**src/rtl/dacil_pkg.sv**
```systemverilog
package dacil_pkg;

  // ---------------------------------------------------------------
  // widths and codes
  // ---------------------------------------------------------------
  localparam int          DACIL_DATA_W    = 10;
  localparam int          DACIL_MSB_POS   = 9;
  localparam int          DACIL_LSB_POS   = 0;
  localparam logic [9:0]  DACIL_CODE_FS   = 10'h3FF;
  localparam logic [9:0]  DACIL_CODE_ZERO = 10'h000;
  localparam int          DACIL_PRI_DEN   = 1023;
  localparam int          DACIL_CMP_DEN   = 1024;

  // ---------------------------------------------------------------
  // timing
  // ---------------------------------------------------------------
  localparam int          DACIL_CLK_PERIOD_NS = 10;
  localparam int          DACIL_SLEEP_DOWN_NS = 50;
  localparam int          DACIL_WAKE_US       = 5;
  // power-down is a longest time: round down
  localparam int          DACIL_DOWN_CYC      = DACIL_SLEEP_DOWN_NS / DACIL_CLK_PERIOD_NS;
  // wake is nominal: round up
  localparam int          DACIL_WAKE_CYC      =
    (DACIL_WAKE_US * 1000 + DACIL_CLK_PERIOD_NS - 1) / DACIL_CLK_PERIOD_NS;
  localparam int          DACIL_CNT_W         = 10;

  // ---------------------------------------------------------------
  // modes
  // ---------------------------------------------------------------
  typedef enum logic [1:0] {
    DACIL_CLK_SINGLE = 2'b00,
    DACIL_CLK_DIFF   = 2'b01,
    DACIL_CLK_TERM   = 2'b10
  } dacil_clk_mode_t;

  typedef enum logic [1:0] {
    DACIL_PWR_ON    = 2'b00,
    DACIL_PWR_DOWN  = 2'b01,
    DACIL_PWR_SLEEP = 2'b10,
    DACIL_PWR_WAKE  = 2'b11
  } dacil_pwr_t;

  typedef struct packed {
    logic [9:0] primary;
    logic [9:0] complementary;
  } dacil_out_t;

  typedef struct packed {
    logic [9:0]       word;
    dacil_out_t       out;
    dacil_pwr_t       pwr;
    logic [9:0]       cnt;
    logic             powered;
    dacil_clk_mode_t  mode;
    logic             term_en;
    logic             neg_in_en;
  } dacil_state_t;

endpackage : dacil_pkg

```
**src/rtl/dacil_core.sv**
```systemverilog
// Summary of operation
// - input word is 10-bit straight binary, bit 9 msb, bit 0 lsb
// - all ones gives full scale on primary; complementary carries remainder
// - word captured in master/slave latch, output updates on rising edge only
// - any clock duty cycle works if high and low phases meet width
// - receiver mode follows select pin: ground single, supply diff, float terminated
// - sleep high powers down, output current off, supply current cut
// - sleep input pulled down internally, unconnected means enabled
// - power down within 50 ns, back to normal in about 5 us
// - primary is code/1023 of full scale, complementary (1023-code)/1024
`timescale 1ns/1ps
`default_nettype none
module dacil_core
  import dacil_pkg::*;
(
  // clock and reset
  input  wire logic        clk_sys,
  input  wire logic        rst_n,
  // sample word
  input  wire logic [9:0]  data_word,
  // static straps: select tied low, tied high, floating
  input  wire logic        clock_receiver_select_low,
  input  wire logic        clock_receiver_select_high,
  // power control, high means sleep
  input  wire logic        sleep_in,
  input  wire logic        sleep_in_driven,
  // converter drive: codes steered to each current node
  output logic [9:0]       primary_current_out,
  output logic [9:0]       complementary_current_out,
  output logic             output_enabled,
  // receiver configuration
  output dacil_clk_mode_t  clk_mode,
  output logic             clk_term_en,
  output logic             clk_neg_in_en
);

  // ---------------------------------------------------------------
  // state
  // ---------------------------------------------------------------
  dacil_state_t    state_reg;
  dacil_state_t    state_next;
  logic            sleep_eff;
  logic            down_done;
  logic            wake_done;
  logic            go_down;
  logic            go_sleep;
  logic            go_wake;
  logic            go_on;
  logic [9:0]      cap_lane;
  logic [9:0]      lane_pri;
  logic [9:0]      lane_cmp;
  dacil_clk_mode_t strap_mode;

  // ---------------------------------------------------------------
  // per-bit lanes
  // ---------------------------------------------------------------
  // each bit steers its source to one node or the other, so the
  // complementary code is the inverse: 1023 - code, no carry chain
  for (genvar b = 0; b < DACIL_DATA_W; b++) begin : g_lane
    assign cap_lane[b] = data_word[b];
    assign lane_pri[b] = state_reg.word[b];
    assign lane_cmp[b] = ~state_reg.word[b];
  end

  // ---------------------------------------------------------------
  // power sequencing terms
  // ---------------------------------------------------------------
  // undriven pin reads as low through the pull-down
  assign sleep_eff = sleep_in_driven & sleep_in;
  // entry edge plus count edges stay inside the 50 ns bound
  assign down_done = (state_reg.cnt >= 10'(DACIL_DOWN_CYC - 2));
  assign wake_done = (state_reg.cnt >= 10'(DACIL_WAKE_CYC - 1));
  assign go_down   = sleep_eff && ((state_reg.pwr == DACIL_PWR_ON) ||
                                   (state_reg.pwr == DACIL_PWR_WAKE));
  assign go_sleep  = (state_reg.pwr == DACIL_PWR_DOWN) && down_done;
  assign go_wake   = (state_reg.pwr == DACIL_PWR_SLEEP) && !sleep_eff;
  assign go_on     = (state_reg.pwr == DACIL_PWR_WAKE) && !sleep_eff && wake_done;

  // ---------------------------------------------------------------
  // clock receiver strap decode
  // ---------------------------------------------------------------
  // floating select reads as both straps low; low wins if both set
  assign strap_mode = clock_receiver_select_low  ? DACIL_CLK_SINGLE :
                      clock_receiver_select_high ? DACIL_CLK_DIFF   :
                                                   DACIL_CLK_TERM;

  // ---------------------------------------------------------------
  // next state
  // ---------------------------------------------------------------
  always_comb begin
    state_next = state_reg;

    // ---------------------------------------------------------------
    // sample capture
    // ---------------------------------------------------------------
    // one flop stage per edge, whole word at once; edge triggered, so
    // duty cycle does not matter
    state_next.word = cap_lane[DACIL_MSB_POS:DACIL_LSB_POS];

    // ---------------------------------------------------------------
    // power sequencing
    // ---------------------------------------------------------------
    case (state_reg.pwr)
      DACIL_PWR_ON: begin
        if (go_down) begin
          state_next.pwr = DACIL_PWR_DOWN;
        end else begin
          state_next.pwr = DACIL_PWR_ON;
        end
        state_next.cnt = 10'h000;
      end

      DACIL_PWR_DOWN: begin
        // sleep is not looked at here; the drop always runs to its end
        state_next.cnt = state_reg.cnt + 10'h001;
        if (go_sleep) begin
          state_next.pwr = DACIL_PWR_SLEEP;
        end else begin
          state_next.pwr = DACIL_PWR_DOWN;
        end
      end

      DACIL_PWR_SLEEP: begin
        state_next.cnt = 10'h000;
        if (go_wake) begin
          state_next.pwr = DACIL_PWR_WAKE;
        end else begin
          state_next.pwr = DACIL_PWR_SLEEP;
        end
      end

      DACIL_PWR_WAKE: begin
        if (go_down) begin
          // sleep during wake starts the power-down over
          state_next.pwr = DACIL_PWR_DOWN;
          state_next.cnt = 10'h000;
        end else if (go_on) begin
          state_next.pwr = DACIL_PWR_ON;
          state_next.cnt = 10'h000;
        end else begin
          state_next.pwr = DACIL_PWR_WAKE;
          state_next.cnt = state_reg.cnt + 10'h001;
        end
      end

      default: begin
        state_next.pwr = DACIL_PWR_SLEEP;
        state_next.cnt = 10'h000;
      end
    endcase

    // ---------------------------------------------------------------
    // output gating
    // ---------------------------------------------------------------
    // current off as soon as sleep is seen, not after settling
    state_next.powered = (state_next.pwr == DACIL_PWR_ON) && !sleep_eff;
    if (state_next.powered) begin
      state_next.out.primary       = lane_pri;
      state_next.out.complementary = lane_cmp;
    end else begin
      state_next.out.primary       = DACIL_CODE_ZERO;
      state_next.out.complementary = DACIL_CODE_ZERO;
    end

    // ---------------------------------------------------------------
    // receiver configuration
    // ---------------------------------------------------------------
    // straps are static; followed every cycle rather than caught once
    state_next.mode = strap_mode;
    // negative input ignored in single-ended mode
    case (strap_mode)
      DACIL_CLK_SINGLE: begin
        state_next.term_en   = 1'b0;
        state_next.neg_in_en = 1'b0;
      end
      DACIL_CLK_DIFF: begin
        state_next.term_en   = 1'b0;
        state_next.neg_in_en = 1'b1;
      end
      DACIL_CLK_TERM: begin
        state_next.term_en   = 1'b1;
        state_next.neg_in_en = 1'b1;
      end
      default: begin
        state_next.term_en   = 1'b0;
        state_next.neg_in_en = 1'b0;
      end
    endcase
  end

  // ---------------------------------------------------------------
  // registers
  // ---------------------------------------------------------------
  always_ff @(posedge clk_sys or negedge rst_n) begin
    if (!rst_n) begin
      // power-up goes through the wake delay like a release from sleep
      state_reg.word              <= 10'h000;
      state_reg.out.primary       <= 10'h000;
      state_reg.out.complementary <= 10'h000;
      state_reg.pwr               <= DACIL_PWR_WAKE;
      state_reg.cnt               <= 10'h000;
      state_reg.powered           <= 1'b0;
      state_reg.mode              <= DACIL_CLK_SINGLE;
      state_reg.term_en           <= 1'b0;
      state_reg.neg_in_en         <= 1'b0;
    end else begin
      state_reg <= state_next;
    end
  end

  // ---------------------------------------------------------------
  // outputs
  // ---------------------------------------------------------------
  assign primary_current_out       = state_reg.out.primary;
  assign complementary_current_out = state_reg.out.complementary;
  assign output_enabled            = state_reg.powered;
  assign clk_mode                  = state_reg.mode;
  assign clk_term_en               = state_reg.term_en;
  assign clk_neg_in_en             = state_reg.neg_in_en;

endmodule : dacil_core
`default_nettype wire

```
**config.mk**
```make
export PLATFORM = sky130hd
export DESIGN_NAME = dacil_core
export DESIGN_NICKNAME = d
export VERILOG_FILES = /design/src/rtl/dacil_pkg.sv /design/src/rtl/dacil_core.sv
export SDC_FILE = /design/constraint.sdc
export NUM_CORES = 1
export LEC_CHECK = 0
export ABC_AREA = 1
export BUFFER_PORTS_ARGS = -buffer_cell sky130_fd_sc_hd__buf_2
export CAP_MARGIN = 10
export CORE_ASPECT_RATIO = 0.5
export CORE_MARGIN = 3
export CORE_UTILIZATION = 53
export CTS_CLUSTER_DIAMETER = 80
export DETAILED_ROUTE_END_ITERATION = 6
export GPL_ROUTABILITY_DRIVEN = 0
export PLACE_DENSITY = 0.85
export SYNTH_ARGS = -nofsm -noshare
export SYNTH_HDL_FRONTEND = slang
export SYNTH_SLANG_ARGS = --single-unit
```
**constraint.sdc**
```tcl
create_clock -name clk_sys -period 2.1 [get_ports clk_sys]
set_input_delay 0.42 -clock clk_sys [delete_from_list [all_inputs] [get_ports clk_sys]]
set_output_delay 0.42 -clock clk_sys [all_outputs]
set_load 0.005 [all_outputs]
```
==> results, run 1 <==
- The run finished with clean final reports.
- The number of nets in the synthesized netlist is 203.
- The max-cap violation count is 0.
- The critical-path maximum fanout is 21.
- The placement row count is 14.
- After the first detailed-routing iteration, the DRC count stood at 44.
- For this design the static power due to leakage is 1.15 nW.
- The signal on the critical path passes through inv_1 > ha_1 > or2_2 > nand3_2 > nand2_1 > nand2_2 > nand3_4 > nor2_2.
- Compared with the post-synthesis result, the final layout area differs by 10.2%.
- By startpoint and endpoint, the worst setup path is classified as reg2reg.
- Measured against the total synthesized area, the mux share comes to 0%.
- The part of the power in the clock network is 28.9%.
- The register with the most flip-flops in the layout has 12 of them.
- The initial antenna violation count is 0.
- The clock net in this run drives a total of 46 sinks.
- The clock arrives with 9.80 ps of skew.
- During synthesis, Yosys emitted a total of 0 warnings.
- The TritonCTS clock tree is yes.
- The most common cell after layout, fill and taps aside is sky130_fd_sc_hd__dfrtp_1.
- The cell area that synthesis handed to floorplanning was 1940 um^2.
- In this run the power density over the cells is 1030 nW/um^2.
- The share of final-layout standard cells stronger than drive strength 1 is 38.5%.
- Yosys attributes the largest share of cell area to sky130_fd_sc_hd__dfrtp_1 57%, sky130_fd_sc_hd__buf_4 8.5%, sky130_fd_sc_hd__nor2_2 5.8%.
- The critical path data arrival time is 2210 ps.
- In this run the clock root is driven by a sky130_fd_sc_hd__clkbuf_8.
- Measured against its own limit, the worst slew margin works out to 75.6%.
- Of the total power, the share spent switching nets is 28.5%.
- The slowest cell on the critical path is sky130_fd_sc_hd__dfstp_2.
- Of the total synthesized cell area, the portion taken by full adders, half adders and majority gates is 3.23%.
- Once the floorplan was initialized, standard cells occupied 59.8% of the core.
- The transition time at the pin with the least slew margin is 366 ps.
- The via count of the first global-routing pass was 1111.
- For this run, design rule violations remaining after detail routing come to 0.
- The count of nets left with antenna violations once routing finished came out at 0.
- The synthesized netlist devotes 0.774% of its cell area to compound gates.
- Summing all multi-input logic gate instances after layout gives 500 um^2.
- The total count of hold-check failures in the final report is 0.
- The clock slew at the register clock pins of the worst setup and hold paths is 80 ps.
- The maximum number of pins on one net before global-route repair is 22.
- The floorplan step set the die width to 91.5 um.
- Summed over all failing endpoints, the final setup total negative slack is 0 ps.
- Per report_power, the sequential group accounts for 49.1% of the total.
- For this design the top-level I/O count stands at 41.
- The clock buffer count from CTS is 5.
- The count of pins over their slew limit was 0.
- The cell taking the most area after synthesis is sky130_fd_sc_hd__dfrtp_1.
- Synthesis produced 182 cells.
- Of the total power, combinational logic draws 22.1%.
- In the layout the commonest cells are 44 x sky130_fd_sc_hd__dfrtp_1, 40 x sky130_fd_sc_hd__buf_2, 26 x sky130_fd_sc_hd__inv_1.
- Across all layers, the routed design uses 1113 vias.
- On the worst path, the slowest cell contributes a delay of 550 ps.
- For the finished layout, the period the worst path requires is 1990 ps.
- The detail-routed net length per standard cell is 11.0 um.
- During placement, the flow inserted port buffers numbering 40.
- The maximum clock insertion buffer count is 2.
- Counting flops and latches in the post-synthesis netlist gives 46.
- The number of distinct library cell variants in the gate-level netlist after synthesis is 21.
- The die is 48.8 um tall.
- The sequential share of the synthesized area is 59.5%.
- The number of failing setup endpoints in the final timing report is 0.
- The standard cell core area is 3240 um^2.
- In the final design database the tool counted 228 nets.
- The overall routing resource usage is 14.6%.
- Global routing finished with a remaining overflow of 0.
- The share of synthesized area in the top cell type comes to 56.8%.
- The basic-gate share of the synthesized area counting and, or, nand and nor cells is 20.0%.
- The H-tree was split into 2 levels.
- The per-cell via count in the routed design is 4.35.
- Once the clock tree was built, the setup fixing pass inserted 0 buffers.
- The mean area per synthesized cell is 10.7 um^2.
- STA classifies the critical path startpoint as a flip-flop.
- In the finished design, the share of the clock period the worst path needs comes to 94.7%.
- The internal portion of the total power is 1.58 mW.
- The clock reaches the later pin of the worst-skew pair after 300 ps.
- IR analysis of the VDD net gives a maximum drop of 376 uV.
- The required time of the critical path is 2320 ps.
- The aggregate routed wire length is 2820 um.
- The fmax is 0.503 GHz.
- The repair_antennas step left the layout with diodes totalling 0.
- The wire-length estimate of the detail-placed layout is 2130 um.
- The hold buffer count at CTS is 0.
- The power consumption is 2.21 mW.
- The die covers 4470 um^2.
- Post-CTS repair changed the size of 0 cells.
- The net switching power is 0.629 mW.
- The number of filler instances in the final layout is 252.
- STA classifies the critical path endpoint as a flip-flop.
- Setup repair after global routing left no endpoint under its margin.
- By area, the combinational part of the netlist is dominated by simple AND/OR/NAND/NOR gates.
- The class of the tightest hold or removal check is in2async.
- The detailed-routing iteration count for the pre-antenna-repair pass is 4.
- The xor and xnor fraction of the mapped netlist area is 1.81%.
- The global-route wire length before repair is 4940 um.
- In the final layout, flip-flops and latches occupy 1150 um^2.
[Yosys cell counts]
library cell and count:
sky130_fd_sc_hd__nand3_1 3, sky130_fd_sc_hd__dfrtp_1 44, sky130_fd_sc_hd__xnor2_1 1, sky130_fd_sc_hd__nand3_2 2, sky130_fd_sc_hd__xor2_1 3, sky130_fd_sc_hd__buf_6 2
sky130_fd_sc_hd__dfstp_2 2, sky130_fd_sc_hd__nor3_1 2, sky130_fd_sc_hd__nor2_2 18, sky130_fd_sc_hd__o21ai_0 1, sky130_fd_sc_hd__inv_1 26, sky130_fd_sc_hd__buf_4 22
sky130_fd_sc_hd__or2_2 1, sky130_fd_sc_hd__ha_1 5, sky130_fd_sc_hd__a21oi_1 2, sky130_fd_sc_hd__nand2_1 17, sky130_fd_sc_hd__nor2_1 22, sky130_fd_sc_hd__nor2_4 2
sky130_fd_sc_hd__nand2_2 5, sky130_fd_sc_hd__and2_1 1, sky130_fd_sc_hd__nand3_4 1
[layout make-up]
class | instances | share of cell area [%]
repair buffers | 42 | 10.1
multi-input cells | 86 | 23.4
well taps | 48 | 2.81
clock inverters | 2 | 1.76
flip-flops and latches | 46 | 54.0
clock buffers | 6 | 3.40
inverters | 26 | 4.57
[worst max-delay path, delay by kind of cell (launching register included)]
| family | cells | cell delay (ps) |
|---|---|---|
| flops | 1 | 550 |
| buf+inv | 1 | 60 |
| simple gates | 6 | 1040 |
| fa+ha+maj | 1 | 280 |
[power by group through the flow]
| stage | combinational [mW] | sequential (mW) | clock, mW |
|---|---|---|---|
| 3_3_place_gp | 0.472 | 1.10 | 0 |
| 2_1_floorplan | 0.473 | 1.10 | 0 |
| 6_report | 0.486 | 1.08 | 0.637 |
| 3_5_place_dp | 0.494 | 1.10 | 0 |
| 4_1_cts | 0.498 | 1.08 | 0.652 |
| 5_1_grt | 0.550 | 1.10 | 0.699 |
[worst paths after layout]
kind	start	to	slack [ps]	cells after the start
min in group clk_sys	data_word[8]	lane_pri[8]	230	1
setup / recovery	state_reg[15]	complementary_current_out[4]	110	8
hold reg to reg	lane_pri[2]	complementary_current_out[2]	420	1
max in group asynchronous	rst_n	state_reg[15]	1500	2
hold / removal	rst_n	lane_pri[8]	10	1
setup reg to reg	state_reg[15]	complementary_current_out[4]	110	8
[metrics by stage]
stage	hold WS (ps)	worst slack, ps	utilization, %	instance area, um^2	std cells
after global routing	19.0	11.7	65.9	2140	256
final	11.2	111	65.9	2140	256
after floorplan	124	387	-	1940	182
after detailed placement	339	124	62.5	2030	248
after global placement	333	207	62.5	2030	248
after CTS	14.5	84.6	65.9	2140	256
[layer usage]
metal  part of all wire (%)  global-route usage [%]  wire length, um  vias up
met3                    5.5                    5.55              156        4
met2                     53                    24.8             1500       21
met1                     40                    16.4             1120      526
met4                    1.5                    6.75               43        0
li1                       -                       -                -      562
met5                      0                       0                0        -
[cell families (layout without fill, tap and decap cells)]
family | Yosys count | count (layout)
AO/OA/AOI/OAI | 3 | 3
buffers and inverters | 50 | 76
AND/OR/NAND/NOR | 74 | 74
adder cells (fa/ha/maj) | 5 | 5
XOR/XNOR | 4 | 4
flip-flops | 46 | 46
Power figures use the tool's default switching activity.
==> inputs of run 2 (changes only) <==
--- a/config.mk
+++ b/config.mk
@@ -5,7 +5,7 @@
 export SDC_FILE = /design/constraint.sdc
 export NUM_CORES = 1
 export LEC_CHECK = 0
-export ABC_AREA = 1
+export ABC_AREA = 0
 export BUFFER_PORTS_ARGS = -buffer_cell sky130_fd_sc_hd__buf_2
 export CAP_MARGIN = 10
 export CORE_ASPECT_RATIO = 0.5
==> results, run 2 <==
- The flow ran to the end, and the final reports show no timing, DRC or antenna violations.
- The count of boundary I/O pins was 41 (unchanged).
- The total half-perimeter wirelength after legalization and detailed placement is 2140 um (+0.40%).
- Setup repair after global routing left no endpoint under its margin.
- The number of distinct library cell variants in the gate-level netlist after synthesis was 30 (+43%).
- The fmax was 0.542 GHz (+7.7%).
- The overall routing resource usage is 15.2% (+0.61 points).
- The number of failing setup endpoints in the final timing report came to 0 (unchanged).
- The area enclosed by the die boundary is 4290 um^2 (-4.0%).
- The clock slew at the register clock pins of the worst setup and hold paths is 80 ps (about the same).
- The synthesized netlist cell count was 155 (-15%).
- The initial antenna violation count is 0 (unchanged).
- The via count of the first global-routing pass was 1019 (-8.3%).
- The summed instance area of the synthesized netlist was 1850 um^2 (-4.4%).
- The total power divided by cell area is 936 nW/um^2 (-9.3%).
- The proportion of synthesized flip-flops having asynchronous set or reset is 100% (unchanged).
- The number of setup buffers added after CTS is 0 (unchanged).
- The post-cts sizing count is 0 (unchanged).
- The remaining antenna violation count after routing is 0 (unchanged).
- The final-stage net count is 202 (-11%).
- The library cell with the highest instance count after synthesis is sky130_fd_sc_hd__dfrtp_1.
- The worst setup margin is 254 ps (+143 ps).
- The worst hold slack is 135 ps (+123 ps).
- The standard cell core area is 3170 um^2 (-2.2%).
- The count of state elements after synthesis came to 46 (unchanged).
- The library cell used most frequently in the layout, excluding fill and tap cells, is sky130_fd_sc_hd__dfrtp_1.
- The detail-routed net length per standard cell is 13.0 um (+18%).
- The number of port buffers is 40 (unchanged).
- The final critical path time including I/O delays and setup is 1850 ps (-143 ps).
- The detailed router used layers up to and including met4.
- The total length of routed met2 wires is 1560 um (+3.9%).
- The signal on the critical path passes through inv_1 > ha_1 > nand2b_1 > nor2_1 > a21o_1 > inv_2 > and2_1.
- The logic gate share of total power is 18.4% (-3.7 points).
- The max-cap violation count came to 0 (unchanged).
- The total internal power is 1.38 mW (-12%).
- The global-route wire length before repair is 4620 um (-6.4%).
- The delay of the slowest critical-path stage was 560 ps (about the same).
- The count of pins over their slew limit was 0 (unchanged).
- TritonCTS built the clock tree.
- The sequential share of the synthesized area is 62.2% (+2.7 points).
- The sequential share of power is 53.9% (+4.8 points).
- The die boundary width is 89.7 um (-2.1%).
- The starting density of the core is 58.5% (-1.4 points).
- The worst vdd rail ir drop is 359 uV (-4.5%).
- In this run the worst hold path is classified as in2async.
- The number of enable flip-flop cells after synthesis is 0 (unchanged).
- The share of the clock period used by the worst path is 87.9% (-6.8 points).
- The critical-path maximum fanout is 11 (-48%).
- The die extent in y is 47.8 um (-1.9%).
- The wire length on met3 is 154 um (-1.3%).
- The number of warning messages in the yosys log came to 0 (unchanged).
- Sorting the synthesized cells by area gives the leading types as sky130_fd_sc_hd__dfrtp_1 59%, sky130_fd_sc_hd__buf_4 8.9%, sky130_fd_sc_hd__nor2_1 5.1%.
- The clock buffer count from CTS is 5 (unchanged).
- The aggregate routed wire length is 2990 um (+6.0%).
- The maximum number of pins on one net before global-route repair is 31 (+41%).
- The flip-flop count of the largest register after layout was 12 (unchanged).
- The part of the power in the clock network is 27.7% (-1.2 points).
- The total clock sinks is 46 (unchanged).
- The mean area per synthesized cell came to 12.0 um^2 (+12%).
- The number of antenna cells inserted is 0 (unchanged).
- The element type at the critical path end is a flip-flop.
- The leakage dissipation is 1.04 nW (-9.4%).
- The routed length on met1 is 1230 um (+9.5%).
- The final global-route overflow total is 0 (unchanged).
- The critical path data arrival time is 2040 ps (-170 ps).
- The total count of hold-check failures in the final report came to 0 (unchanged).
- The required time of the critical path is 2300 ps (-20 ps).
- The number of DRC violations after detailed routing came to 0 (unchanged).
- In the synthesized netlist, the cells that appear most often are 44 x sky130_fd_sc_hd__dfrtp_1, 25 x sky130_fd_sc_hd__nor2_1, 22 x sky130_fd_sc_hd__buf_4.
- STA classifies the critical path startpoint as a flip-flop.
- The detailed-routing iteration count for the pre-antenna-repair pass is 5 (+1).
- The slowest cell on the critical path is sky130_fd_sc_hd__dfstp_2.
- Among all flip-flop cells after synthesis, the most frequent one is sky130_fd_sc_hd__dfrtp_1.
- The area growth from synthesis to layout is 10.3%.
- The transition time at the pin with the least slew margin is 642 ps (+275 ps).
- The net switching power is 0.530 mW (-16%).
- The sum of negative setup slack came to 0 ps (unchanged).
- The placement row count is 14 (unchanged).
- The worst slew margin relative to its limit was 57.2% (-18 points).
- The number of DRC markers after the initial detailed-route iteration is 72 (+64%).
- The clock network latency to the later pin of the worst-skew pair is 300 ps (about the same).
- The root buffer cell chosen for the clock tree is sky130_fd_sc_hd__clkbuf_8.
- The total vias in the final route came to 1084 (-2.6%).
- The maximum clock insertion buffer count is 2 (unchanged).
- The worst clock skew is 7.16 ps (-2.64 ps).
- The setup path with the least slack is of type reg2reg.
- The count of buffering cells on the critical path with inverters included is 2 (+1).
- The number of levels in the clock H-tree is 2 (unchanged).
- The share of final-layout standard cells stronger than drive strength 1 is 31.9% (-6.6 points).
- The per-cell via count in the routed design is 4.71 (+8.4%).
- In the layout the commonest cells are 44 x sky130_fd_sc_hd__dfrtp_1, 40 x sky130_fd_sc_hd__buf_2, 25 x sky130_fd_sc_hd__nor2_1.
- The switching share of power was 27.7% (-0.80 points).
- The synthesized design spends more area on one cell type than any other, namely sky130_fd_sc_hd__dfrtp_1.
- The net count after synthesis was 176 (-13%).
- Among cell families on the critical path, the largest total delay comes from flip-flops.
- The hold buffer count at CTS is 0 (unchanged).
- The proportion of netlist area held by the largest area contributor is 59.4% (+2.6 points).
- The worst-case setup slack after placement is 279 ps (+155 ps).
-- run 2: changes by cell type after synthesis, sizes merged, moves of 3 or more --
| cell | change |
|---|---|
| inv | -20 |
| nand2 | -18 |
| nor2 | -17 |
| and2 | +9 |
| nand4 | +3 |
| nor2b | +3 |
| xor2 | +3 |
-- run 2: logic make-up (layout without fill, tap and decap cells) --
logic type               after synthesis  after routing  share of synthesized area (%)
AND/OR/NAND/NOR                       56             56                           15.9
adder cells (fa/ha/maj)                5              5                           3.37
AO/OA/AOI/OAI                         10             10                           3.71
flip-flops                            46             46                           62.2
XOR/XNOR                               8              8                           3.78
buffers and inverters                 30             57                           11.0
-- run 2: power by group through the flow --
| stage | combinational (mW) | sequential, mW | clock [mW] |
|---|---|---|---|
| 5_1_grt | 0.401 | 1.04 | 0.578 |
| 2_1_floorplan | 0.296 | 1.05 | 0 |
| 6_report | 0.352 | 1.03 | 0.530 |
| 4_1_cts | 0.356 | 1.03 | 0.543 |
| 3_5_place_dp | 0.352 | 1.05 | 0 |
| 3_3_place_gp | 0.338 | 1.05 | 0 |
-- run 2: per-layer routing --
layer  global-route usage [%]  vias to the layer above
li1                         -                      531
met1                     18.2                      522
met2                     25.4                       25
met3                     4.81                        6
met4                     8.01                        0
met5                        0                        -
-- run 2: path summary, 6_finish.rpt --
check,from,end,slack [ps],cells after the start
max in group asynchronous,rst_n,primary_current_out[5],1400,2
min in group clk_sys,data_word[6],lane_pri[6],220,1
max,state_reg[15],primary_current_out[7],250,7
min,rst_n,state_reg[6],130,1
min reg2reg,lane_pri[5],complementary_current_out[5],410,1
max reg2reg,state_reg[15],primary_current_out[7],250,7
-- run 2: final cells by class --
type | count | area [um^2]
Sequential cell | 46 | 1150
Timing Repair Buffer | 43 | 223
Inverter | 6 | 22.5
Tap cell | 48 | 60.1
Clock inverter | 3 | 21.3
Multi-Input combinational cell | 79 | 497
Clock buffer | 5 | 68.8
Fill cell | 248 | 1120
-- run 2: metrics by stage --
step	instances	instance area [um^2]	utilization [%]	total power, mW
after CTS	230	2050	64.5	1.93
after floorplan	155	1850	-	1.34
after global placement	222	1960	61.7	1.38
after detailed placement	222	1960	61.7	1.40
final	230	2050	64.5	1.91
after global routing	230	2050	64.5	2.02
==> inputs of run 3 (changes only) <==
==> constraint.sdc (replaced) <==
create_clock -name clk_sys -period 1.71 [get_ports clk_sys]
set_input_delay 0.342 -clock clk_sys [delete_from_list [all_inputs] [get_ports clk_sys]]
set_output_delay 0.342 -clock clk_sys [all_outputs]
set_load 0.005 [all_outputs]
==> results, run 3 (same netlist as run 2, synthesis figures left out) <==
- The flow ran to the end, and the final reports show no timing, DRC or antenna violations.
- The number of levels in the clock H-tree was 2 (unchanged).
- The die extent in y was 47.8 um (unchanged).
- The count of boundary I/O pins is 41 (unchanged).
- The logic depth of the worst register-to-register path is 5 (-2).
- The share of final-layout standard cells stronger than drive strength 1 is 38.0% (+6.1 points).
- The final core area utilization was 68.4% (+3.9 points).
- STA classifies the critical path startpoint as a flip-flop.
- The per-cell via count in the routed design is 5.00 (+6.2%).
- The overall routing resource usage is 15.9% (+0.71 points).
- The aggregate routed wire length is 3280 um (+9.9%).
- The leakage dissipation is 1.09 nW (+4.3%).
- The transition time at the pin with the least slew margin is 516 ps (-126 ps).
- The minimum setup slack among reg-to-reg paths is 10 ps (-240 ps).
- The most common cell after layout, fill and taps aside is sky130_fd_sc_hd__dfrtp_1.
- The placement row count is 14 (unchanged).
- The share of the clock period used by the worst path is 99.1% (+11 points).
- The clock slew at the register clock pins of the worst setup and hold paths is 80 ps (about the same).
- The number of port buffers is 40 (unchanged).
- The area enclosed by the die boundary came to 4290 um^2 (unchanged).
- The remaining antenna violation count after routing is 0 (unchanged).
- STA classifies the critical path endpoint as a flip-flop.
- The hold buffer count at CTS is 0 (unchanged).
- The maximum number of pins on one net before global-route repair was 26 (-16%).
- The root buffer cell chosen for the clock tree is sky130_fd_sc_hd__clkbuf_8.
- The worst slew margin relative to its limit is 65.6% (+8.4 points).
- The final critical path time including I/O delays and setup is 1700 ps (-151 ps).
- The worst register-to-register path ends at state_reg[16].
- The max-cap violation count is 0 (unchanged).
- The number of DRC markers after the initial detailed-route iteration is 75 (+4.2%).
- The number of standard cells in the final layout excluding fillers came to 235 (+2.2%).
- The number of filler instances in the final layout came to 223 (-10%).
- The total clock sinks is 46 (unchanged).
- The critical path data arrival time is 1910 ps (-130 ps).
- The class of the tightest hold or removal check is in2async.
- The required time of the critical path came to 1920 ps (-380 ps).
- The clock network latency to the later pin of the worst-skew pair is 290 ps (about the same).
- The starting density of the core was 58.5% (unchanged).
- The total half-perimeter wirelength after legalization and detailed placement is 2080 um (-2.6%).
- The standard cell core area is 3170 um^2 (unchanged).
- The die boundary width came to 89.7 um (unchanged).
- The maximum clock insertion buffer count is 2 (unchanged).
- The startpoint of the most critical register-to-register path is state_reg[16].
- The area growth from synthesis to layout is 16.9%.
- TritonCTS built the clock tree.
- The flip-flop count of the largest register after layout is 12 (unchanged).
- The clock buffer count from CTS is 5 (unchanged).
- The initial antenna violation count is 0 (unchanged).
- The count of pins over their slew limit was 0 (unchanged).
- The number of DRC violations after detailed routing was 0 (unchanged).
- The detail-routed net length per standard cell is 14.0 um (+7.6%).
- The worst clock skew is 6.11 ps (-1.05 ps).
- The origin of the worst setup path is state_reg[16].
- The global-route wire length before repair is 4830 um (+4.5%).
- The worst setup path endpoint is state_reg[16].
- The worst vdd rail ir drop was 448 uV (+25%).
- The via count of the first global-routing pass was 1036 (+1.7%).
- The final global-route overflow total came to 0 (unchanged).
- By startpoint and endpoint, the worst setup path is classified as reg2reg.
- The instance count after placement with tap cells included is 224 (+0.90%).
- The worst-case setup slack after placement is -5.31 ps (-285 ps).
- The total count of hold-check failures in the final report was 0 (unchanged).
- The number of antenna cells inserted is 0 (unchanged).
- The total vias in the final route is 1176 (+8.5%).
- The final-stage net count is 207 (+2.5%).
- The total power divided by cell area was 1210 nW/um^2 (+29%).
- The fmax is 0.590 GHz (+8.9%).
- The detailed-routing iteration count for the pre-antenna-repair pass is 4 (-1).
- The worst setup margin came to 14.9 ps (-239 ps).
- The number of failing setup endpoints in the final timing report is 0 (unchanged).
- In the layout the commonest cells are 44 x sky130_fd_sc_hd__dfrtp_1, 40 x sky130_fd_sc_hd__buf_2, 24 x sky130_fd_sc_hd__nor2_1.
- The critical-path maximum fanout came to 3 (-8).
[run 3: cell count changes in the layout (fill, tap and decap cells not counted), moves of 2 or more]
cell and delta:
sky130_fd_sc_hd__buf_4 +4, sky130_fd_sc_hd__ha_1 -2, sky130_fd_sc_hd__ha_4 +2, sky130_fd_sc_hd__inv_1 -2
[run 3: cell type report]
type | count | area, um^2 | share of cell area [%]
Tap cell | 48 | 60.1 | 2.77
Multi-Input combinational cell | 79 | 547 | 25.2
Inverter | 6 | 25.0 | 1.15
Sequential cell | 46 | 1150 | 53.2
Clock inverter | 2 | 37.5 | 1.73
Clock buffer | 6 | 72.6 | 3.35
Timing Repair Buffer | 48 | 273 | 12.6
[run 3: critical path, stage by stage (launching register included)]
cell and delay, ps:
sky130_fd_sc_hd__dfstp_2 560, sky130_fd_sc_hd__inv_2 60, sky130_fd_sc_hd__ha_4 260, sky130_fd_sc_hd__nor2_1 50, sky130_fd_sc_hd__or3b_2 490, sky130_fd_sc_hd__o22ai_2 200
[run 3: stage by stage]
stage	cell area [um^2]	TNS (ps)	hold WS, ps	total power [mW]
final	2170	0	11.8	2.62
after global routing	2170	-481	35.7	2.75
after CTS	2110	0	23.6	2.58
after detailed placement	1980	-5.31	347	1.76
after global placement	1980	0	339	1.74
after floorplan	1850	0	46.4	1.65
[run 3: timing repair]
item                       in CTS  in global routing
gates resized for setup         1                 11
pin swaps                       1                  2
buffers inserted                2                  1
cloned                          0                  0
setup endpoints to repair       3                 26
[run 3: worst min path at each step]
stage	end	slack [ps]	from	cells after the start
2_1_floorplan	clk_mode[0]	50	rst_n	0
3_3_place_gp	state_reg[9]	340	rst_n	1
3_5_place_dp	state_reg[12]	350	rst_n	1
4_1_cts	state_reg[6]	20	rst_n	1
5_1_grt	state_reg[6]	40	rst_n	1
6_report	state_reg[6]	10	rst_n	1
[run 3: power breakdown]
part | leakage, nW | switching, mW | total [mW] | internal [mW]
registers | 0.575 | 0.0491 | 1.27 | 1.22
logic | 0.460 | 0.301 | 0.572 | 0.271
clock network | 0.0514 | 0.345 | 0.781 | 0.436
[run 3: layer usage]
metal	part of all wire [%]	routed length, um	track usage [%]
met3	5.4	178	6.87
met1	41	1350	19.9
met4	3.0	97	7.42
met2	50	1650	24.6
met5	0	0	0
